## src/logic/ioc_pkg.sv

```systemverilog
// Constants shared by the I/O address decoder
package ioc_pkg;
   // ****************************************
   // Configuration dword byte addresses
   // ****************************************
   localparam logic [7:0]  CMD_OFS        = 8'h04;
   localparam logic [7:0]  IO_BL_OFS      = 8'h1C;
   localparam logic [7:0]  IO_UP_OFS      = 8'h30;
   localparam logic [7:0]  BRCTL_OFS      = 8'h3C;
   localparam logic [7:0]  IO_BASE_BYTE   = 8'h1C;
   localparam logic [7:0]  IO_LIMIT_BYTE  = 8'h1D;
   localparam logic [7:0]  IO_BASE_UP     = 8'h30;
   localparam logic [7:0]  IO_LIMIT_UP    = 8'h32;
   // ****************************************
   // Field positions
   // ****************************************
   localparam int          CMD_IO_EN_BIT  = 0;
   localparam int          CMD_MST_EN_BIT = 2;
   localparam int          BRCTL_ISA_BIT  = 18;
   // ****************************************
   // Reset and fixed values
   // ****************************************
   localparam logic [3:0]  IO32_CAP       = 4'h1;
   localparam logic [3:0]  BASE_NIB_RST   = 4'h0;
   localparam logic [3:0]  LIMIT_NIB_RST  = 4'h0;
   localparam logic [15:0] BASE_UP_RST    = 16'h0000;
   localparam logic [15:0] LIMIT_UP_RST   = 16'h0000;
   localparam logic [11:0] BASE_LOW_FILL  = 12'h000;
   localparam logic [11:0] LIMIT_LOW_FILL = 12'hFFF;
   localparam logic [15:0] ISA_UPPER_ZERO = 16'h0000;
   localparam logic [1:0]  ISA_LOW256     = 2'h0;
   localparam logic [31:0] RDATA_ZERO     = 32'h0000_0000;
endpackage

```

## src/logic/ioc_win_if.sv

```systemverilog
// Window settings carried from the register file to the comparators
`timescale 1ns/1ps
interface ioc_win_if;
   logic [31:0] base;
   logic [31:0] limit;
   logic        isa_en;
   modport cfg (output base, output limit, output isa_en);
   modport dec (input base, input limit, input isa_en);
endinterface

```

## src/logic/ioc_win_cmp.sv

```systemverilog
// Window hit and ISA hole test for one address
`timescale 1ns/1ps
module ioc_win_cmp
(
   ioc_win_if.dec     win,
   input  wire logic [31:0] addr,
   output logic              in_window,
   output logic              isa_hole
);
   // ****************************************
   // Inclusive window compare
   // ****************************************
   assign in_window = (win.base <= addr) && (addr <= win.limit);

   // ****************************************
   // Upper 768 bytes of a 1KB block below 64KB
   // ****************************************
   assign isa_hole = win.isa_en && in_window
                     && (addr[31:16] == ioc_pkg::ISA_UPPER_ZERO)
                     && (addr[9:8] != ioc_pkg::ISA_LOW256);
endmodule // ioc_win_cmp

```

## src/logic/ioc_io_decoder.sv

```systemverilog
// I/O address decoder of a two-port bridge with its configuration registers
`timescale 1ns/1ps
module ioc_io_decoder
(
   input  wire logic        CLK_SYS,
   input  wire logic        RST,
   // Configuration access
   input  wire logic        CFG_WR,
   input  wire logic        CFG_RD,
   input  wire logic [7:0]  CFG_ADDR,
   input  wire logic [3:0]  CFG_BE,
   input  wire logic [31:0] CFG_WDATA,
   output logic [31:0]      CFG_RDATA,
   output logic             CFG_ACK,
   // Primary bus transaction seen
   input  wire logic        P_REQ,
   input  wire logic        P_IS_IO,
   input  wire logic [31:0] P_ADDR,
   // Secondary bus transaction seen
   input  wire logic        S_REQ,
   input  wire logic        S_IS_IO,
   input  wire logic        S_IS_MEM,
   input  wire logic [31:0] S_ADDR,
   // Decisions
   output logic             DN_FWD,
   output logic [31:0]      DN_ADDR,
   output logic             UP_FWD,
   output logic             UP_IS_MEM,
   output logic [31:0]      UP_ADDR,
   output logic             IO_EN,
   output logic             MST_EN
);
   // ****************************************
   // Register state
   // ****************************************
   logic [3:0]  base_nib_r;
   logic [3:0]  limit_nib_r;
   logic [15:0] base_up_r;
   logic [15:0] limit_up_r;
   logic        io_en_r;
   logic        mst_en_r;
   logic        isa_en_r;
   logic [31:0] rdata_nxt;
   logic        p_hit;
   logic        p_hole;
   logic        s_hit;
   logic        s_hole;
   logic        dn_nxt;
   logic        up_nxt;
   logic        wr_cmd;
   logic        wr_bl;
   logic        wr_up;
   logic        wr_brctl;
   logic        cfg_any;
   logic        win_off;
   logic        p_io_req;
   logic        s_io_req;
   logic        s_mem_req;
   logic [15:0] bl_word;
   logic [31:0] up_word;

   ioc_win_if win ();

   // ****************************************
   // Expanded window
   // ****************************************
   assign win.base   = {base_up_r, base_nib_r, ioc_pkg::BASE_LOW_FILL};
   assign win.limit  = {limit_up_r, limit_nib_r, ioc_pkg::LIMIT_LOW_FILL};
   assign win.isa_en = isa_en_r;

   // ****************************************
   // Window turned off
   // ****************************************
   assign win_off = (win.base > win.limit);

   // ****************************************
   // Configuration access decode
   // ****************************************
   assign cfg_any  = CFG_WR || CFG_RD;
   assign wr_cmd   = CFG_WR && (CFG_ADDR == ioc_pkg::CMD_OFS);
   assign wr_bl    = CFG_WR && (CFG_ADDR == ioc_pkg::IO_BL_OFS);
   assign wr_up    = CFG_WR && (CFG_ADDR == ioc_pkg::IO_UP_OFS);
   assign wr_brctl = CFG_WR && (CFG_ADDR == ioc_pkg::BRCTL_OFS);

   // ****************************************
   // Transaction qualifiers
   // ****************************************
   assign p_io_req  = P_REQ && P_IS_IO;
   assign s_io_req  = S_REQ && S_IS_IO;
   assign s_mem_req = S_REQ && S_IS_MEM;

   // ****************************************
   // Command register bits
   // ****************************************
   always_ff @(posedge CLK_SYS)
   begin
      if (RST)
      begin
         io_en_r  <= 1'b0;
         mst_en_r <= 1'b0;
      end
      else if (wr_cmd && CFG_BE[0])
      begin
         io_en_r  <= CFG_WDATA[ioc_pkg::CMD_IO_EN_BIT];
         mst_en_r <= CFG_WDATA[ioc_pkg::CMD_MST_EN_BIT];
      end
   end

   // ****************************************
   // Bridge control ISA bit
   // ****************************************
   always_ff @(posedge CLK_SYS)
   begin
      if (RST)
         isa_en_r <= 1'b0;
      else if (wr_brctl && CFG_BE[2])
         isa_en_r <= CFG_WDATA[ioc_pkg::BRCTL_ISA_BIT];
   end

   // ****************************************
   // I/O base low byte
   // ****************************************
   always_ff @(posedge CLK_SYS)
   begin
      if (RST)
         base_nib_r <= ioc_pkg::BASE_NIB_RST;
      else if (wr_bl && CFG_BE[0])
         base_nib_r <= CFG_WDATA[7:4];
   end

   // ****************************************
   // I/O limit low byte
   // ****************************************
   always_ff @(posedge CLK_SYS)
   begin
      if (RST)
         limit_nib_r <= ioc_pkg::LIMIT_NIB_RST;
      else if (wr_bl && CFG_BE[1])
         limit_nib_r <= CFG_WDATA[15:12];
   end

   // ****************************************
   // I/O base upper half
   // ****************************************
   always_ff @(posedge CLK_SYS)
   begin
      if (RST)
         base_up_r <= ioc_pkg::BASE_UP_RST;
      else if (wr_up)
      begin
         if (CFG_BE[0])
            base_up_r[7:0] <= CFG_WDATA[7:0];
         if (CFG_BE[1])
            base_up_r[15:8] <= CFG_WDATA[15:8];
      end
   end

   // ****************************************
   // I/O limit upper half
   // ****************************************
   always_ff @(posedge CLK_SYS)
   begin
      if (RST)
         limit_up_r <= ioc_pkg::LIMIT_UP_RST;
      else if (wr_up)
      begin
         if (CFG_BE[2])
            limit_up_r[7:0] <= CFG_WDATA[23:16];
         if (CFG_BE[3])
            limit_up_r[15:8] <= CFG_WDATA[31:24];
      end
   end

   // ****************************************
   // Read back words
   // ****************************************
   assign bl_word = {limit_nib_r, ioc_pkg::IO32_CAP,
                     base_nib_r, ioc_pkg::IO32_CAP};
   assign up_word = {limit_up_r, base_up_r};

   // ****************************************
   // Read back select
   // ****************************************
   always_comb
   begin
      rdata_nxt = ioc_pkg::RDATA_ZERO;
      case (CFG_ADDR)
         ioc_pkg::CMD_OFS:
         begin
            rdata_nxt[ioc_pkg::CMD_IO_EN_BIT]  = io_en_r;
            rdata_nxt[ioc_pkg::CMD_MST_EN_BIT] = mst_en_r;
         end
         ioc_pkg::IO_BL_OFS:
            rdata_nxt[15:0] = bl_word;
         ioc_pkg::IO_UP_OFS:
            rdata_nxt = up_word;
         ioc_pkg::BRCTL_OFS:
            rdata_nxt[ioc_pkg::BRCTL_ISA_BIT] = isa_en_r;
         default:
            rdata_nxt = ioc_pkg::RDATA_ZERO;
      endcase
   end

   // ****************************************
   // Access acknowledge
   // ****************************************
   always_ff @(posedge CLK_SYS)
   begin
      if (RST)
         CFG_ACK <= 1'b0;
      else
         CFG_ACK <= cfg_any;
   end

   // ****************************************
   // Read data register
   // ****************************************
   always_ff @(posedge CLK_SYS)
   begin
      if (RST)
         CFG_RDATA <= ioc_pkg::RDATA_ZERO;
      else if (CFG_RD)
         CFG_RDATA <= rdata_nxt;
   end

   // ****************************************
   // Address comparators
   // ****************************************
   ioc_win_cmp u_cmp_pri
   (
      .win       (win.dec),
      .addr      (P_ADDR),
      .in_window (p_hit),
      .isa_hole  (p_hole)
   );

   ioc_win_cmp u_cmp_sec
   (
      .win       (win.dec),
      .addr      (S_ADDR),
      .in_window (s_hit),
      .isa_hole  (s_hole)
   );

   // ****************************************
   // Forwarding decisions
   // ****************************************
   assign dn_nxt = p_io_req && io_en_r
                   && !win_off
                   && p_hit && !p_hole;

   assign up_nxt = mst_en_r
                   && (s_mem_req
                       || (s_io_req
                           && (win_off
                               || !s_hit
                               || s_hole)));

   // ****************************************
   // Downstream claim pulse
   // ****************************************
   always_ff @(posedge CLK_SYS)
   begin
      if (RST)
         DN_FWD <= 1'b0;
      else
         DN_FWD <= dn_nxt;
   end

   // ****************************************
   // Downstream address hold
   // ****************************************
   always_ff @(posedge CLK_SYS)
   begin
      if (RST)
         DN_ADDR <= ioc_pkg::RDATA_ZERO;
      else if (dn_nxt)
         DN_ADDR <= P_ADDR;
   end

   // ****************************************
   // Upstream claim pulse
   // ****************************************
   always_ff @(posedge CLK_SYS)
   begin
      if (RST)
         UP_FWD <= 1'b0;
      else
         UP_FWD <= up_nxt;
   end

   // ****************************************
   // Upstream address and kind hold
   // ****************************************
   always_ff @(posedge CLK_SYS)
   begin
      if (RST)
      begin
         UP_IS_MEM <= 1'b0;
         UP_ADDR   <= ioc_pkg::RDATA_ZERO;
      end
      else if (up_nxt)
      begin
         UP_ADDR   <= S_ADDR;
         UP_IS_MEM <= S_IS_MEM;
      end
   end

   // ****************************************
   // Enable status outputs
   // ****************************************
   always_ff @(posedge CLK_SYS)
   begin
      if (RST)
         IO_EN <= 1'b0;
      else
         IO_EN <= io_en_r;
   end

   always_ff @(posedge CLK_SYS)
   begin
      if (RST)
         MST_EN <= 1'b0;
      else
         MST_EN <= mst_en_r;
   end
endmodule // ioc_io_decoder

```

## config.mk

```make
export PLATFORM = sky130hd
export DESIGN_NAME = ioc_io_decoder
export DESIGN_NICKNAME = d
export VERILOG_FILES = /design/src/logic/ioc_pkg.sv /design/src/logic/ioc_win_if.sv /design/src/logic/ioc_win_cmp.sv /design/src/logic/ioc_io_decoder.sv
export SDC_FILE = /design/constraint.sdc
export NUM_CORES = 1
export LEC_CHECK = 0
export BUFFER_PORTS_ARGS = -buffer_cell sky130_fd_sc_hd__buf_2
export CAP_MARGIN = 0
export CORE_UTILIZATION = 52
export DETAILED_ROUTE_END_ITERATION = 6
export PLACE_DENSITY = 0.9
export SYNTH_ARGS = -nofsm -noshare
export SYNTH_HDL_FRONTEND = slang
export SYNTH_SLANG_ARGS = --single-unit
```

## constraint.sdc

```tcl
create_clock -name CLK_SYS -period 2.75 [get_ports CLK_SYS]
set_input_delay 0.4125 -clock CLK_SYS [delete_from_list [all_inputs] [get_ports CLK_SYS]]
set_output_delay 0.4125 -clock CLK_SYS [all_outputs]
set_load 0.005 [all_outputs]
```

==> results.md <==
* Nets at about 1,400
* Synth Area per Inst at between 8 and 9 sq um
* Sw Share at between 20% and 30%
* Hold WC Path Type: in2reg
* Critical-path top delay cell: or4_4
* Max Slew Vio Count at 0
* Register area at roughly 0.0029 sq mm
* Layout cells sized above 1 at approximately 26%
* WP buf/inv at 2
* Fin util at 67.2%
* Primary FF master, synth: dfxtp_1
* PwrDens at approximately 470 mW/mm^2
* Final wirelength at between 20 and 30 mm
* Post-synth cell types at 47
* FFs w/ async S/R, synth at 0%
* Die width at about 130 um
* Reg2Reg Depth at 10
* Initial antenna violation count at 0
* WP data arrival at 2980 ps
* Skew final at just over 8 ps
* Register bit total from synthesis at 145
* Number of detailed-route iterations in the first pass at 5
* DRC Markers at 0
* Hold Violations, Final at 0
* Post-DRT Antenna Nets at 0
* Worst R2R End: UP_ADDR[25]
* Crit-path cells: inv_1, ha_1, nand4_1, or4_4, a2111oi_4, a41oi_2, a22oi_2, nand2_4, buf_8, mux2i_2
* Least-Margin Pin Slew at 715 ps
* Worst r2r src: limit_up_r[2]
* Crit end category: register
* CP delay by family, top: simple AND/OR/NAND/NOR gates
* Combinational share of power at under 10%
* CTS tree: built
* Post-synth top area share at between 30% and 40%
* Clk slew on worst S/H paths at 60 ps
* Avg WL per Cell at 17.9 um
* Max stage delay on crit path at 580 ps
* Synth top area cells: dfxtp_1 35%, ha_1 15%, nand2b_1 11%
* R2R setup slack at a little under 80 ps
* Vias in the first global route at 7,764
* Post-route cell area at ~0.011 sq mm
* CTS HTree Levels at 4
* Critical path required time at around 3100 ps
* Gpl congestion at slightly above 1
* Most common library cell in the layout ignoring fill and taps: buf_2
* Core Box Area at roughly 0.016 sq mm
* I/O Pins at between 200 and 250
* Hpwl dp at between 15 and 20 mm
* Internal Pwr Total at 0.00377 W
* Via/cell ratio at 5.60
* Mapped Area at roughly 0.0084 sq mm
* Global Route Usage Sum at between 30% and 40%
* Largest net degree at the start of global routing at 210
* Clock Path Buffers at 2
* Syn nets at 1,185
* Post-DP Area at a little under 0.01 sq mm
* Number of synthesized flops with an enable pin at 0
* Row count at between 40 and 50
* Fin crit period at 2670 ps
* Die height at ~130 um
* Initial core utilization at a little over half
* Area grow syn2layout at 26.4%
* CTS buffer count at 17
* Syn Inst Count at about 970
* Die area at around 0.017 sq mm
* Cts hold-fix bufs at 0
* Yosys top cell by area: dfxtp_1
* Ys Warns at 0
* Gr ovfl total at 0
* ANT cells at 0
* Slew headroom at between 50% and 60%
* Worst setup SP type: register
* Max_cap viols at 0
* Setup CP Type: reg2reg
* Commonest non-fill, non-tap cells in the layout: 217 x buf_2, 150 x nand2b_1, 140 x dfxtp_1
* RSZ-0062 raised after global routing: no
* Hold path startpoint: CFG_WDATA[26]
* Area occupied by multi-input gates at about 0.0051 sq mm
* Hold Crit Depth at 3
* First-pass GRT wire length at 39.6 mm
* Post-synthesis sequential area ratio at approximately a third
* DR iter-0 viols at between 400 and 500
* Port Buffers at 218
* Leakage power at between 4 and 5 nW
* Via count at roughly 8,000
* Maximum vdd drop at 0.000413 V
* Root buf cell: clkbuf_16
* Fmax at between 300 and 400 MHz
* Hold Path End: limit_up_r[10]
* Crit path max fanout at 7
* Fill cell count at roughly 1,300
* Clock power share at roughly 48%
* Clock sink total at around 150
* Tcrit/Tclk final at a little over nine tenths
* Insertion delay to the later sink of the worst-skew pair at around 430 ps
* Final setup viols at 0
* Status: finished clean
* Sw power at approximately 0.0012 W
* Flop pwr share at 42.6%
-- power by group through the flow --
stage / registers, W / clock network [W] / logic, W
2_1_floorplan: 0.00216 / 0 / 0.000216
3_3_place_gp: 0.00216 / 0 / 0.000429
3_5_place_dp: 0.00216 / 0 / 0.000441
4_1_cts: 0.00212 / 0.00242 / 0.000445
5_1_grt: 0.00212 / 0.00251 / 0.000497
6_report: 0.00212 / 0.00240 / 0.000454
-- worst reg2reg max path, cell delays in order, from the launching register on --
cell and delay, ps:
dfxtp_1 390, inv_1 130, ha_1 320, nand4_1 120
or4_4 580, a2111oi_4 210, a41oi_2 70, a22oi_2 260
nand2_4 150, buf_8 180, mux2i_2 150
-- Yosys cell counts, drive strengths merged (2+ instances only) --
master	instances
nand2b	150
dfxtp	145
ha	99
mux2i	85
a21oi	83
nand2	81
inv	60
nor2	48
nand3	38
clkbuf	36
nand4	22
nor3	13
nor4	13
o21ai	13
a211oi	12
a22oi	12
buf	10
a221oi	8
and3	6
and4	5
a21o	4
nor2b	3
a31oi	2
a41oi	2
and2	2
nand4bb	2
o211ai	2
or4	2
-- metal layers --
layer | up-vias | wire length [um] | track usage [%]
met5 | - | 0 | 0
met4 | 0 | 1070 | 17.2
met3 | 88 | 2270 | 7.84
met2 | 380 | 11600 | 49.4
met1 | 3707 | 10700 | 38.3
li1 | 3851 | - | -
-- through the flow --
stage	worst slack, ps	total power, W	std cells	hold WS [ps]	setup TNS [ps]
2_1_floorplan	237	0.00238	969	450	0
3_3_place_gp	-11.2	0.00259	1399	451	-118
3_5_place_dp	-69.7	0.00260	1399	458	-1820
4_1_cts	19.7	0.00498	1433	200	0
5_1_grt	2.89	0.00513	1433	210	0
6_report	79.2	0.00497	1433	216	0
-- sequential cells by signal, indices dropped and copies added, names as in the netlist, 4 cells and up --
name,count
UP_ADDR,32
base_up_r,16
base_nib_r,4
DN_ADDR,32
CFG_RDATA,32
limit_nib_r,4
limit_up_r,16
-- cells by family (layout without fill, tap and decap cells) --
family / after synthesis / count (layout) / share of synthesized area (%)
AOI/OAI and AO/OA: 147 / 147 / 10.9
adders and majority gates: 99 / 99 / 14.7
buffers and inverters: 106 / 354 / 5.06
DFF: 145 / 145 / 34.5
muxes: 85 / 85 / 10.1
and+or+nand+nor: 387 / 387 / 24.7
-- cell type report --
type | count | share of cell area, %
multi-input cells | 718 | 48.2
flip-flops and latches | 145 | 27.4
repair buffers | 262 | 14.1
clock buffers | 20 | 4.20
well taps | 216 | 2.54
inverters | 60 | 2.12
clock inverters | 12 | 1.48
-- worst max path at each step --
stage                        start     endpoint  slack (ps)  cells past startpoint
detailed placement      S_ADDR[27]  UP_ADDR[11]         -70                     10
finish               limit_up_r[2]  UP_ADDR[25]          80                     10
CTS                 limit_nib_r[3]  UP_ADDR[25]          20                     10
global placement        S_ADDR[25]  UP_ADDR[24]         -10                     10
floorplan               S_ADDR[29]  UP_ADDR[10]         240                      9
global route        limit_up_r[11]  UP_ADDR[18]           3                     10
-- timing repair --
| action | CTS | global route |
|---|---|---|
| gates cloned | 1 | 0 |
| buffers inserted | 1 | 0 |
| resized for setup | 11 | 5 |
| pin swaps | 5 | 4 |
| endpoints found under the setup margin | 24 | 32 |
No activity file was read; power rests on OpenSTA's default activity.
